**config.mk**
```make
export PLATFORM = sky130hd
export DESIGN_NAME = adc_conversion_sequencer
export DESIGN_NICKNAME = d
export VERILOG_FILES = /design/src/pkg/adc_seq_pkg.sv /design/src/pkg/adc_result_if.sv /design/src/core/adc_result_hold.sv /design/src/core/adc_conversion_sequencer.sv
export SDC_FILE = /design/constraint.sdc
export NUM_CORES = 1
export LEC_CHECK = 0
export BUFFER_PORTS_ARGS = -buffer_cell sky130_fd_sc_hd__buf_2
export CAP_MARGIN = 25
export CORE_ASPECT_RATIO = 1.75
export CORE_UTILIZATION = 60
export DETAILED_ROUTE_END_ITERATION = 10
export GPL_TIMING_DRIVEN = 0
export PLACE_DENSITY = 0.78
export SLEW_MARGIN = 10
export SYNTH_ARGS = -nofsm -noshare
export SYNTH_HDL_FRONTEND = slang
export SYNTH_SLANG_ARGS = --single-unit
```
**constraint.sdc**
```tcl
create_clock -name clock_in -period 3.35 [get_ports clock_in]
set_input_delay 0.8375 -clock clock_in [delete_from_list [all_inputs] [get_ports clock_in]]
set_output_delay 0.8375 -clock clock_in [all_outputs]
set_load 0.05 [all_outputs]
```
**src/pkg/adc_seq_pkg.sv**
```systemverilog
// Package with constants and types for the conversion sequencer
package adc_seq_pkg;
   // ==========================================================
   // Clock divider
   localparam logic [4:0] DIV_SLOW = 5'h1f; // divide by 32, count 0..31
   localparam logic [4:0] DIV_FAST = 5'h07; // divide by 8, count 0..7
   // ==========================================================
   // Resolution codes and input selection
   localparam logic [1:0] RES_6 = 2'h0;
   localparam logic [1:0] RES_8 = 2'h1;
   localparam logic [1:0] RES_10 = 2'h2;
   localparam logic [1:0] RES_12 = 2'h3;
   localparam logic [3:0] SEL_SUPPLY = 4'h8;
   localparam logic [3:0] SEL_LAST_PIN = 4'h7;
   // ==========================================================
   // Timing: single step takes N/2+3 cycles, continuous N/2+1
   localparam logic [3:0] SINGLE_EXTRA = 4'h3;
   localparam logic [3:0] CONT_EXTRA = 4'h1;
   // ==========================================================
   // Reset values
   localparam logic [1:0] RES_RESET = 2'h2; // 10-bit default
   localparam logic [11:0] MID_SCALE_12 = 12'h800;
   // Sequencer states
   typedef enum logic [1:0] {ST_IDLE, ST_CONV} seq_state_e;
endpackage

```
**src/pkg/adc_result_if.sv**
```systemverilog
// Interface carrying a finished conversion into the result holder
interface adc_result_if;
   logic load;
   logic [11:0] code;
   logic uf;
   logic of;
   logic [1:0] res;
   logic [7:0] high;
   logic [7:0] low;
   modport seq (output load, output code, output uf, output of, output res,
      input high, input low);
   modport hold (input load, input code, input uf, input of, input res,
      output high, output low);
endinterface

```
**src/core/adc_result_hold.sv**
```systemverilog
// Result holder: places a finished code into the high and low result bytes
module adc_result_hold (
   // Clock and reset
   input wire logic clock_in,
   input wire logic reset_n_in,
   // Result link
   adc_result_if.hold rif
);
   logic [7:0] high_ff;
   logic [7:0] low_ff;
   logic [7:0] nxt_high;
   logic [7:0] nxt_low;
   logic [11:0] lj;

   // Left justify the 12-bit code down to the selected width
   assign lj = rif.code;
   // 6 bit sits in high 5-0; 8 bit fills high; 10/12 extend into low
   always_comb begin
      nxt_high = lj[11:4];
      nxt_low = {lj[3:0], 1'b0, rif.uf, rif.of, rif.uf | rif.of};
      case (rif.res)
         adc_seq_pkg::RES_6: begin
            nxt_high = {2'h0, lj[11:6]};
            nxt_low = {4'h0, 1'b0, rif.uf, rif.of, rif.uf | rif.of};
         end
         adc_seq_pkg::RES_8: begin
            nxt_low = {4'h0, 1'b0, rif.uf, rif.of, rif.uf | rif.of};
         end
         adc_seq_pkg::RES_10: begin
            nxt_low = {lj[3:2], 2'h0, 1'b0, rif.uf, rif.of, rif.uf | rif.of};
         end
         default: begin
         end
      endcase
   end

   // Hold last result until the next completion, keeps reads coherent
   always_ff @(posedge clock_in or negedge reset_n_in) begin
      if (!reset_n_in) begin
         high_ff <= 8'h00;
         low_ff <= 8'h00;
      end else if (rif.load) begin
         high_ff <= nxt_high;
         low_ff <= nxt_low;
      end
   end

   assign rif.high = high_ff;
   assign rif.low = low_ff;
endmodule

```
**src/core/adc_conversion_sequencer.sv**
```systemverilog
// Conversion sequencer: clock divider, trigger handling, timing and results
// Contract
// - End-of-conversion flag set whenever any conversion completes.
// - Reference select one with pins 0..7 uses external reference pin.
// - Reference select zero with external input uses internal bandgap.
// - Differential result is offset binary; zero difference gives mid code.
// - Up to eight bits only high byte; above eight extends into low.
// - Selector 8 samples supply third and forces internal bandgap.
// - Single conversion starts first converter edge after trigger returns high.
// - One-pulse completion when value becomes valid on result bus.
// - Single step takes N/2+3 converter-clock cycles.
// - New trigger during conversion aborts it and starts over.
// - Continuous run ignores trigger and converts repeatedly.
// - Continuous conversions follow every N/2+1 converter-clock cycles.
// - Input above reference saturates to maximum code.
// - Resolution codes 00..11 select 6, 8, 10, 12 bits, left justified; the 6-bit result sits right-aligned in high bits 5-0.
// - Converter clock is CPU clock over 32, or over 8 when fast.
// - Underflow gives zeros, overflow ones; range flag is their OR.
module adc_conversion_sequencer (
   // Clock and reset
   input wire logic clock_in,
   input wire logic reset_n_in,
   // Control bits
   input wire logic conv_trigger_low_in,
   input wire logic continuous_run_in,
   input wire logic reference_select_in,
   input wire logic [3:0] input_select_in,
   input wire logic [1:0] resolution_select_in,
   input wire logic differential_mode_in,
   input wire logic fast_clock_select_in,
   // Interrupt flag access
   input wire logic flag_clear_in,
   input wire logic flag_set_in,
   // Analog side, sampled codes at full 12-bit scale
   input wire logic [11:0] analog_input_in,
   input wire logic [11:0] inverting_input_in,
   input wire logic [11:0] supply_third_in,
   input wire logic [11:0] ext_reference_pin_in,
   input wire logic [11:0] bandgap_in,
   // Analog controls
   output logic use_ext_reference_out,
   output logic [3:0] mux_select_out,
   // Results and status
   output logic converter_clock_out,
   output logic conv_done_out,
   output logic conv_irq_flag_out,
   output logic busy_out,
   output logic [7:0] result_high_out,
   output logic [7:0] result_low_out
);
   // ==========================================================
   // Converter clock divider, produces a one-cycle enable
   logic [4:0] div_ff;
   logic tick;
   logic [4:0] div_top;
   assign div_top = fast_clock_select_in ? adc_seq_pkg::DIV_FAST
      : adc_seq_pkg::DIV_SLOW;
   // Count past the top after a fast switch ticks at once: one short period
   assign tick = (div_ff >= div_top);
   always_ff @(posedge clock_in or negedge reset_n_in) begin
      if (!reset_n_in) div_ff <= 5'h00;
      else div_ff <= tick ? 5'h00 : 5'(div_ff + 5'h01);
   end

   // ==========================================================
   // Trigger handling, sampled on converter ticks only
   logic trig_prev_ff;
   logic trig_rise;
   // Low seen on one tick then high on the next; shorter pulses are missed
   assign trig_rise = tick && conv_trigger_low_in && !trig_prev_ff;
   // Idle level of the trigger is high, so reset gives no false edge
   always_ff @(posedge clock_in or negedge reset_n_in) begin
      if (!reset_n_in) trig_prev_ff <= 1'b1;
      else if (tick) trig_prev_ff <= conv_trigger_low_in;
   end

   // ==========================================================
   // Conversion length: N/2 plus extra cycles
   logic [3:0] half_n;
   logic [3:0] len;
   assign half_n = 4'(4'h3 + {2'h0, resolution_select_in}); // 3,4,5,6 = N/2
   assign len = continuous_run_in ? 4'(half_n + adc_seq_pkg::CONT_EXTRA)
      : 4'(half_n + adc_seq_pkg::SINGLE_EXTRA);

   // ==========================================================
   // Reference and input selection
   logic supply_sel;
   logic ext_ref;
   logic [11:0] ref_code;
   logic [11:0] sample;
   assign supply_sel = (input_select_in == adc_seq_pkg::SEL_SUPPLY);
   assign ext_ref = reference_select_in && !supply_sel
      && (input_select_in <= adc_seq_pkg::SEL_LAST_PIN);
   assign ref_code = ext_ref ? ext_reference_pin_in : bandgap_in;
   assign sample = supply_sel ? supply_third_in : analog_input_in;

   // ==========================================================
   // Code computation with clipping, result in 12-bit left justified form
   logic [12:0] num;
   logic [24:0] scaled;
   logic [12:0] raw;
   logic under;
   logic over;
   logic [11:0] mask;
   logic [11:0] code;
   // Differential: num = diff + ref/2, giving mid code at zero difference
   assign num = differential_mode_in && !supply_sel
      ? 13'({1'b0, sample} - {1'b0, inverting_input_in} + {2'h0, ref_code[11:1]})
      : {1'b0, sample};
   // Underflow only in differential mode, compared one bit wider so nothing wraps
   assign under = differential_mode_in && !supply_sel
      && (({1'b0, sample} + {2'h0, ref_code[11:1]}) < {1'b0, inverting_input_in});
   assign scaled = (ref_code == 12'h000) ? 25'h000_0000
      : 25'(({12'h000, num} << 12) / {13'h0000, ref_code});
   assign raw = 13'(scaled);
   assign over = !under && ((ref_code == 12'h000) || (scaled > 25'h000_0fff));
   // Mask clears the bits below the chosen resolution
   assign mask = 12'(12'hfff << (4'(4'h6) - {1'b0, half_n[2:0]} + 4'h6 - half_n));
   assign code = under ? 12'h000 : over ? mask : (raw[11:0] & mask);

   // ==========================================================
   // Sequencer state machine
   adc_seq_pkg::seq_state_e state_ff;
   adc_seq_pkg::seq_state_e nxt_state;
   logic [3:0] cnt_ff;
   logic [3:0] nxt_cnt;
   logic done;
   logic start;
   assign start = continuous_run_in || trig_rise;
   // Counter runs 1..len ticks, so each conversion spans exactly len ticks
   always_comb begin
      nxt_state = state_ff;
      nxt_cnt = cnt_ff;
      done = 1'b0;
      case (state_ff)
         adc_seq_pkg::ST_IDLE: begin
            if (tick && start) begin
               nxt_state = adc_seq_pkg::ST_CONV;
               nxt_cnt = 4'h1;
            end
         end
         adc_seq_pkg::ST_CONV: begin
            if (tick) begin
               if (!continuous_run_in && trig_rise) begin
                  nxt_cnt = 4'h1;
               end else if (cnt_ff >= len) begin
                  done = 1'b1;
                  nxt_cnt = 4'h1;
                  nxt_state = continuous_run_in ? adc_seq_pkg::ST_CONV
                     : adc_seq_pkg::ST_IDLE;
               end else begin
                  nxt_cnt = 4'(cnt_ff + 4'h1);
               end
            end
         end
         default: nxt_state = adc_seq_pkg::ST_IDLE;
      endcase
   end
   always_ff @(posedge clock_in or negedge reset_n_in) begin
      if (!reset_n_in) begin
         state_ff <= adc_seq_pkg::ST_IDLE;
         cnt_ff <= 4'h0;
      end else begin
         state_ff <= nxt_state;
         cnt_ff <= nxt_cnt;
      end
   end

   // ==========================================================
   // Result holder
   adc_result_if rif ();
   assign rif.load = done;
   assign rif.code = code;
   assign rif.uf = under;
   assign rif.of = over;
   assign rif.res = resolution_select_in;
   adc_result_hold u_hold (
      .clock_in(clock_in),
      .reset_n_in(reset_n_in),
      .rif(rif)
   );

   // ==========================================================
   // Registered outputs; set beats clear on the interrupt flag
   logic irq_ff;
   logic done_ff;
   logic cclk_ff;
   logic ext_ff;
   logic [3:0] mux_ff;
   logic busy_ff;
   // Busy follows the next state, so it is a flop yet not a cycle late
   always_ff @(posedge clock_in or negedge reset_n_in) begin
      if (!reset_n_in) begin
         irq_ff <= 1'b0;
         done_ff <= 1'b0;
         cclk_ff <= 1'b0;
         ext_ff <= 1'b0;
         mux_ff <= 4'h0;
         busy_ff <= 1'b0;
      end else begin
         irq_ff <= done || flag_set_in || (irq_ff && !flag_clear_in);
         done_ff <= done;
         cclk_ff <= (div_ff < {1'b0, div_top[4:1]}) ? 1'b1 : 1'b0;
         ext_ff <= ext_ref;
         mux_ff <= input_select_in;
         busy_ff <= (nxt_state == adc_seq_pkg::ST_CONV);
      end
   end

   // Every output below comes straight from a flop
   assign conv_irq_flag_out = irq_ff;
   assign conv_done_out = done_ff;
   assign converter_clock_out = cclk_ff;
   assign use_ext_reference_out = ext_ff;
   assign mux_select_out = mux_ff;
   assign busy_out = busy_ff;
   assign result_high_out = rif.high;
   assign result_low_out = rif.low;
endmodule

```
==> out/metrics.yaml, run 1 <==
run_status:
  status: "aborted with a tool error"
  haltStage: "global routing (5_1_grt)"
  stop_error: "[ERROR GRT-0116] Global routing finished with congestion. Check the congestion regions in the DRC Viewer."
floorplanning:
  die_x_um: 138
  die_y_um: 240
  num_rows: 86
  start_util_pct: 61.3
  pin_count: 100
logic_synthesis:
  postSynthCellCount: 2757
  yosys_most_used_dff: "dfrtp_1"
  yosysWarnings: 0
  synth.largest_area_cell: "ha_1"
  async_reset_ff_share_pct: 100
  synthTopCellsByArea: "ha_1 (18%), a21oi_1 (7.0%), nand2_1 (5.1%), xnor2_1 (5.0%), nor2_1 (4.7%)"
  synth_fa_ha_area_share_pct: 19.1
  synthXorXnorAreaFrac_pct: 7.91
  synth-simple-area-share_pct: 24.0
  synth_cell_types: 109
  synthMuxAreaShare_pct: 5.93
  synth-compound-area-share_pct: 34.1
  yosysSeqAreaShare_pct: 4.65
  netlist_area_um2: 19400
  ys_seq_elements: 36
  synth.avg_cell_area_um2: 7.03
  synth_top_area_share_pct: 17.7
  synth_top_family_by_area: "compound AO/OA/AOI/OAI gates"
  synth_enable_flop_cells: 0
clock_tree:
  cts_max_path_buffers: 2
  clockRootBuffer: "clkbuf_16"
  h-tree-depth: 2
  clock_sinks: 36
  numCtsBuffers: 5
grt:
  grt_overflow: 219
  grt_pass1_vias: 32100
  grt_max_degree: 37
  grt_util_all_layers_pct: 75.1
  grt_first_pass_wirelength_mm: 193
placement:
  placed_area_um2: 21700
  numPortBuffers: 98
  gp_congestion: 0.977
  dp_hpwl_mm: 56.5
[kinds of logic after synthesis]
logic type,Yosys count
AOI/OAI and AO/OA,989
xor gates and xnor gates,175
adders and majority gates,288
and+or+nand+nor,945
muxes,105
buffers and inverters,218
DFF,36
other,1
[synth_stat cells, drive strengths merged, types with 7 or more instances]
library cell,number
o21a,50
nand2b,53
and3,26
or3,37
a211o,14
a31oi,40
fa,13
nand3,67
o21ai,203
or2,28
dfrtp,35
a21o,84
mux2i,42
xnor2,111
nand2,263
o31a,15
o21bai,24
nor2b,28
nor3,71
o211ai,42
a21oi,278
o221ai,7
a2111oi,7
a31o,7
xor2,64
clkbuf,53
nor4,21
and2,31
mux2,63
a21boi,20
a211oi,36
inv,151
nand4,39
ha,275
buf,14
o211a,11
o2111ai,7
nor2,248
a221oi,7
o31ai,43
[metrics by stage]
stage / cells / setup slack [ns] / util [%]
4_1_cts: 3775 / -49.11 / 87.0
3_5_place_dp: 3258 / -59.97 / 68.5
3_3_place_gp: 3252 / -59.31 / 68.0
2_1_floorplan: 2758 / -48.82 / -
[timing repair]
item,CTS
pin swaps,246
hold buffers,0
gates resized for setup,349
endpoints found under the setup margin,18
cloned,5
buffers inserted,509
[metal layers]
layer	global-route usage, %	overflow
met5	25.4	1
met4	79.2	79
met3	57.3	4
met2	93.8	131
met1	72.5	4
==> run 2, diff against run 1 <==
--- a/config.mk
+++ b/config.mk
@@ -7,11 +7,10 @@
 export LEC_CHECK = 0
 export BUFFER_PORTS_ARGS = -buffer_cell sky130_fd_sc_hd__buf_2
 export CAP_MARGIN = 25
-export CORE_ASPECT_RATIO = 1.75
-export CORE_UTILIZATION = 60
+export CORE_UTILIZATION = 40
 export DETAILED_ROUTE_END_ITERATION = 10
 export GPL_TIMING_DRIVEN = 0
-export PLACE_DENSITY = 0.78
+export PLACE_DENSITY_LB_ADDON = 0.15
 export SLEW_MARGIN = 10
 export SYNTH_ARGS = -nofsm -noshare
 export SYNTH_HDL_FRONTEND = slang
==> run 2 against run 1 <==
Effect of this change:
- the flow now finishes, with violations (setup timing)
- synthesized area unchanged
- synthesized cell count unchanged
==> out/metrics.yaml, run 2 <==
drt:
  wl_mm: 91.4
  post_drt_wl_per_cell_um: 21.4
  ant_nets: 0
  drc: 0
  dr.pass1.iters: 6
  vias_per_cell: 6.27
  vias: 26800
  drt_iter0_markers: 2341
clock_tree:
  clk_pin_slew_ns: 0.06
  clock_sinks: 36  # unchanged
  h-tree-depth: 2  # unchanged
  numCtsBuffers: 5  # unchanged
  cts_hold_buf: 0  # unchanged
  cts_max_path_buffers: 2  # unchanged
  insertion_delay_ns: 0.29
  cts_tree: "built"
  clockRootBuffer: "clkbuf_16"
logic_synthesis:
  synth_cell_types: 109  # unchanged
  async_reset_ff_share_pct: 100  # unchanged
  yosysWarnings: 0  # unchanged
  yosysSeqAreaShare_pct: 4.65  # unchanged
  synth_enable_flop_cells: 0  # unchanged
  synth.avg_cell_area_um2: 7.03  # unchanged
  synth.largest_area_cell: "ha_1"
  synth_top_area_share_pct: 17.7  # unchanged
  netlist_area_um2: 19400  # unchanged
  yosys_most_used_dff: "dfrtp_1"
  ys_seq_elements: 36  # unchanged
  postSynthCellCount: 2757  # unchanged
  synthTopCellsByCount: "ha_1 (275), a21oi_1 (271), nand2_1 (261), nor2_1 (244), o21ai_0 (180)"
  synthTopCellsByArea: "ha_1 (18%), a21oi_1 (7.0%), nand2_1 (5.1%), xnor2_1 (5.0%), nor2_1 (4.7%)"
  yosysMostFrequentCell: "ha_1"
timing:
  max_slew_margin_pct: 32.6
  worstMarginPinSlew_ns: 1.01
  setup_viol: 15
  finalClockSkew_ns: 0.00496
  finalMaxSlewViolations: 0
  tns_ns: -478.65
  rsz0062_at_grt: "yes"
  timing.fmax_mhz: 18.1
  hold_viol: 0
  setup_slack_ns: -52.00
  whs_ns: 0.455
  period_needed_ns: 55.35
  post-route-period-util_pct: 1650
critical_path:
  critical_path.max_stage_delay_ns: 0.59
  critPathArrivalTime_ns: 55.52
  path_max_fanout: 7
  cpMostUsedCell: "buf_4"
  cp_slowest_cell: "or4b_4"
  worstPathRequired_ns: 3.52
  start_kind: "input port"
  end_kind: "register"
  cp.buffers_inverters: 116
  path_class: "in -> reg"
  crit_family: "compound AO/OA/AOI/OAI gates"
placement:
  dp.cells: 3479  # +6.8%
  dp_hpwl_mm: 55.0  # -2.7%
  gp_congestion: 0.951  # -2.7%
  numPortBuffers: 98  # unchanged
  placed_area_um2: 22000  # +1.5%
grt:
  grt_max_degree: 37
  grt_util_all_layers_pct: 32.6
  grt_pass1_vias: 25100
  antenna_found_initial: 2
  grt_first_pass_wirelength_mm: 131
  grt_overflow: 0
finish:
  layout-drive-gt1-share_pct: 42.7
  final_common_cell: "buf_4"
  largest_reg_flops: 8
  final_cells: 4273
  fin_area_um2: 31100
  nFillCells: 3723
  fin_nets: 4018
  syn_to_final_growth_pct: 60.2
  layout_common_cells: "buf_4 (742), nand2_1 (226), nor2_1 (203)"
run_status:
  status: "finished with violations"
  violations: "setup timing"
job:
  drv_cap: 0
floorplanning:
  dieArea_um2: 49300
  die_x_um: 222  # +61%
  pin_count: 100  # unchanged
  core_um2: 47700
  start_util_pct: 40.6  # -21 points
  die_y_um: 222  # -7.4%
  num_rows: 80  # -7.0%
min_path:
  hold_path_class: "reg -> reg"
-- run 2: cell counts after synthesis --
No cell type changed its count.
-- run 2: repair_timing --
| item | in CTS | in global routing |
|---|---|---|
| pin swaps | 276 | 262 |
| endpoints found under the setup margin | 17 | 17 |
| gates cloned | 6 | 1 |
| resized for setup | 346 | 271 |
| buffers inserted | 625 | 169 |
-- run 2: path summary, 6_finish.rpt --
kind | from | end | slack [ns] | depth (start not counted)
max | input_select_in[1] | u_hold.rif.low[4] | -52.00 | 329
min | trig_prev_ff | trig_prev_ff | 0.46 | 2
max reg2reg | div_ff[3] | u_hold.rif.low[4] | 0.38 | 12
min reg2reg | trig_prev_ff | trig_prev_ff | 0.46 | 2
max in group asynchronous | reset_n_in | div_ff[0] | 2.21 | 1
min in group asynchronous | reset_n_in | u_hold.rif.low[0] | 0.64 | 1
-- run 2: worst reg2reg max path: cells and delay by family, from the launching register on --
kind | cells | cell delay, ns
flip-flops | 1 | 0.41
buffers and inverters | 1 | 0.18
AO/OA/AOI/OAI | 7 | 1.22
adder cells (fa/ha/maj) | 1 | 0.31
AND/OR/NAND/NOR | 3 | 0.74
-- run 2: cell families (layout without fill, tap and decap cells) --
| group | Yosys count | count (layout) | share of synthesized area, % |
|---|---|---|---|
| compound gates | 989 | 989 | 34.1 |
| xor+xnor | 175 | 175 | 7.91 |
| fa+ha+maj | 288 | 288 | 19.1 |
| buf+inv | 218 | 1116 | 4.35 |
| flops | 36 | 36 | 4.65 |
| mux | 105 | 105 | 5.93 |
| other cells | 1 | 4 | 0.0193 |
| simple gates | 945 | 945 | 24.0 |
-- run 2: final cells by class --
type	count	area [µm²]	area share [%]
multi-input cells	2504	21100	67.9
repair buffers	894	6870	22.1
flip-flops and latches	36	902	2.91
well taps	615	769	2.48
plain buffers	61	674	2.17
inverters	151	577	1.86
clock buffers	6	129	0.415
clock inverters	2	35.0	0.113
repair inverters	2	12.5	0.0403
diodes	2	5.00	0.0161
-- run 2: through the flow --
step / utilization, % / setup slack, ns
2_1_floorplan: - / -48.82
3_3_place_gp: 45.7 / -59.06
3_5_place_dp: 46.0 / -59.35
4_1_cts: 60.0 / -48.87
5_1_grt: 65.0 / -53.86
6_report: 65.0 / -52.00
-- run 2: per-layer routing --
metal	GRT usage (%)	vias up	wire [µm]	share of wire, %
met5	0	-	0	0
met3	3.37	484	7350	8.0
met1	40.9	12700	36600	40
met4	15.7	0	5590	6.1
li1	-	12100	-	-
met2	55.7	1500	41900	46
Power of run 2 is not shown: default switching activity piles up to over one toggle a cycle in this logic, so the estimate is an artifact.
==> run 3, diff against run 2 <==
--- a/config.mk
+++ b/config.mk
@@ -14,4 +14,5 @@
 export SLEW_MARGIN = 10
 export SYNTH_ARGS = -nofsm -noshare
 export SYNTH_HDL_FRONTEND = slang
+export SYNTH_HIERARCHICAL = 1
 export SYNTH_SLANG_ARGS = --single-unit
==> constraint.sdc (replaced) <==
create_clock -name clock_in -period 59.2 [get_ports clock_in]
set_input_delay 14.8 -clock clock_in [delete_from_list [all_inputs] [get_ports clock_in]]
set_output_delay 14.8 -clock clock_in [all_outputs]
set_load 0.05 [all_outputs]
==> run 3 against run 2 <==
Effect of this change:
- the flow still finishes with violations (setup timing)
- global-route usage is 2.4 points lower
- non-clock buffer count decreased by 119
- worst setup slack improved by 42 ns
- synthesized area down 3.4%
- routed wire length decreased by 13%
- die area decreased by 3.3%
- sequential share of layout area increased by 0.20 points
- register-to-register slack better by 56 ns
- utilization decreased by 1.6 points
- flip-flop and latch count unchanged
- via count down 9.6%
- clock skew up 0.00052 ns
- critical path type unchanged
- largest cell class unchanged
==> out/metrics.yaml, run 3 <==
drt:
  vias_per_cell: 6.03  # -3.9%
  drc: 0  # unchanged
  ant_nets: 0  # unchanged
  drt_iter0_markers: 1986  # -15%
  dr.pass1.iters: 6  # unchanged
  vias: 24200  # -9.6%
  post_drt_wl_per_cell_um: 19.7  # -7.8%
  wl_mm: 79.3  # -13%
timing:
  period_needed_ns: 69.18
  whs_ns: 0.456  # +0.000114 ns
  post-route-period-util_pct: 117
  setup_viol: 4  # -11
  worstMarginPinSlew_ns: 1.28  # +0.274 ns
  rsz0062_at_grt: "yes"
  finalMaxSlewViolations: 0  # unchanged
  max_slew_margin_pct: 14.2  # -18 points
  timing.fmax_mhz: 14.5
  setup_slack_ns: -9.98  # +42.02 ns
  finalClockSkew_ns: 0.00547  # +0.000515 ns
  hold_viol: 0  # unchanged
logic_synthesis:
  synthTopCellsByCount: "a21oi_1 (274), ha_1 (272), nand2_1 (232), nor2_1 (213), o21ai_0 (191)"
  yosys_most_used_dff: "dfrtp_1"
  synth_nets: 2997
  synth.avg_cell_area_um2: 7.10  # +1.0%
  synth_top_area_share_pct: 18.2  # +0.42 points
  netlist_area_um2: 18700  # -3.4%
  synth.largest_area_cell: "ha_1"
  yosysSeqAreaShare_pct: 4.82  # +0.16 points
  postSynthCellCount: 2637  # -4.4%
  async_reset_ff_share_pct: 100  # unchanged
  yosysMostFrequentCell: "a21oi_1"
  ys_seq_elements: 36  # unchanged
  synth_enable_flop_cells: 0  # unchanged
  synthTopCellsByArea: "ha_1 (18%), a21oi_1 (7.3%), xnor2_1 (5.9%), o21ai_0 (5.1%), dfrtp_1 (4.7%)"
  synth_cell_types: 126  # +16%
  yosysWarnings: 6  # +6
critical_path:
  path_max_fanout: 9  # +2
  start_kind: "input port"
  critPathArrivalTime_ns: 69.34  # +13.82 ns
  end_kind: "register"
  cp_slowest_cell: "or4_4"
  critical_path.max_stage_delay_ns: 0.54  # -0.05 ns
  path_class: "in -> reg"
  cpMostUsedCell: "buf_4"
  worstPathRequired_ns: 59.36  # +55.84 ns
clock_tree:
  cts_hold_buf: 0  # unchanged
  cts_tree: "built"
  insertion_delay_ns: 0.28  # about the same
  numCtsBuffers: 5  # unchanged
  clockRootBuffer: "clkbuf_16"
  clock_sinks: 36  # unchanged
  h-tree-depth: 2  # unchanged
  cts_max_path_buffers: 2  # unchanged
  clk_pin_slew_ns: 0.05  # about the same
placement:
  dp_hpwl_mm: 50.5  # -8.1%
  gp_congestion: 0.939  # -1.2%
  placed_area_um2: 21300  # -3.3%
  dpl_worst_slack_ns: -17.04  # +42.31 ns
  numPortBuffers: 98  # unchanged
finish:
  nFillCells: 3655  # -1.8%
  antenna_cells: 0  # -2
  largest_reg_flops: 8  # unchanged
  fin_nets: 3775  # -6.0%
  layout_common_cells: "buf_4 (614), ha_1 (205), nand2_1 (204)"
  fin_area_um2: 29100  # -6.4%
  multiInputGateArea_um2: 19800  # -5.9%
  final_common_cell: "buf_4"
  layout-drive-gt1-share_pct: 40.5  # -2.2 points
  syn_to_final_growth_pct: 55.1
  seqCellArea_um2: 902  # unchanged
grt:
  antenna_found_initial: 1  # -1
  met1_usage_pct: 38.2  # -2.6 points
  grt_use_met3_pct: 2.32  # -1.0 points
  grt_util_all_layers_pct: 30.3  # -2.4 points
  grt_first_pass_wirelength_mm: 118  # -10%
  grt_overflow: 0  # unchanged
  grt_pass1_vias: 23300  # -7.4%
  met2_usage_pct: 52.9  # -2.8 points
  busiest_layer: "met2"
  grt_max_degree: 37  # unchanged
min_path:
  hold_path_class: "reg -> reg"
run_status:
  violations: "setup timing"
  status: "finished with violations"
floorplanning:
  core_um2: 45800  # -4.1%
  pin_count: 100  # unchanged
  die_y_um: 218  # -1.7%
  dieArea_um2: 47700  # -3.3%
  die_x_um: 218  # -1.7%
  num_rows: 78  # -2.5%
  start_util_pct: 40.9  # +0.33 points
job:
  drv_cap: 0  # unchanged
-- run 3: cell count changes after synthesis, moves of 10 or more --
cell and delta:
nand4_1 -10, o21a_1 -15, o21bai_1 +14, nor2_1 -31, buf_2 +11, xnor2_1 +16
o21ai_0 +11, o31ai_1 -15, clkbuf_1 -17, o21ai_1 -11, mux2i_1 -12, nand2_1 -29
a211oi_1 -15
-- run 3: final cells by class --
type	instances	area share [%]
Buffer	59	2.35
Clock buffer	8	0.504
Inverter	161	2.33
Multi-Input combinational cell	2372	68.3
Sequential cell	36	3.11
Tap cell	600	2.58
Timing Repair Buffer	777	20.8
Timing Repair inverter	3	0.0861
-- run 3: through the flow --
stage / utilization, % / setup TNS (ns) / cells
floorplan: - / -15.95 / 2637
global placement: 46.0 / -59.15 / 3335
detailed placement: 46.5 / -59.49 / 3342
CTS: 59.1 / -18.51 / 3883
global route: 63.5 / -36.10 / 4016
finish: 63.5 / -28.01 / 4016
-- run 3: cell families after synthesis --
logic type	Yosys count	synth area share [%]
DFF	36	4.82
muxes	86	5.04
buffers and inverters	229	5.05
adders and majority gates	285	19.6
and+or+nand+nor	898	24.4
xor gates and xnor gates	186	8.74
AOI/OAI and AO/OA	915	32.3
other	2	0.0401
-- run 3: critical path, delay by kind of cell --
kind,cells,cell delay (ns)
AOI/OAI and AO/OA,120,20.82
and+or+nand+nor,62,9.89
xor gates and xnor gates,2,0.26
adders and majority gates,25,7.00
buffers and inverters,118,14.68
muxes,6,1.76
-- run 3: final timing paths --
path                                     from            endpoint  slack (ns)  cells after the start
max in group asynchronous          reset_n_in           div_ff[4]       44.09                      1
max                        input_select_in[3]   u_hold/rif.low[4]       -9.98                    333
min in group asynchronous          reset_n_in   u_hold/rif.low[0]       14.61                      1
min reg2reg                      trig_prev_ff        trig_prev_ff        0.46                      2
max reg2reg                         div_ff[3]  u_hold/rif.high[7]       56.18                      9
min                              trig_prev_ff        trig_prev_ff        0.46                      2
-- run 3: timing repair --
| item | 4_1_cts | 5_1_grt |
|---|---|---|
| cloned | 4 | 2 |
| setup endpoints to repair | 6 | 5 |
| pin swaps | 273 | 254 |
| gates resized for setup | 317 | 211 |
| setup buffers | 539 | 137 |
-- run 3: routing by layer --
| layer | routed length, µm | vias up | share of wire [%] |
|---|---|---|---|
| li1 | - | 11400 | - |
| met1 | 33600 | 11600 | 42 |
| met2 | 37000 | 1008 | 47 |
| met3 | 4950 | 266 | 6.2 |
| met4 | 3760 | 0 | 4.7 |
| met5 | 0 | - | 0 |
Power of run 3 is left out for the same reason.
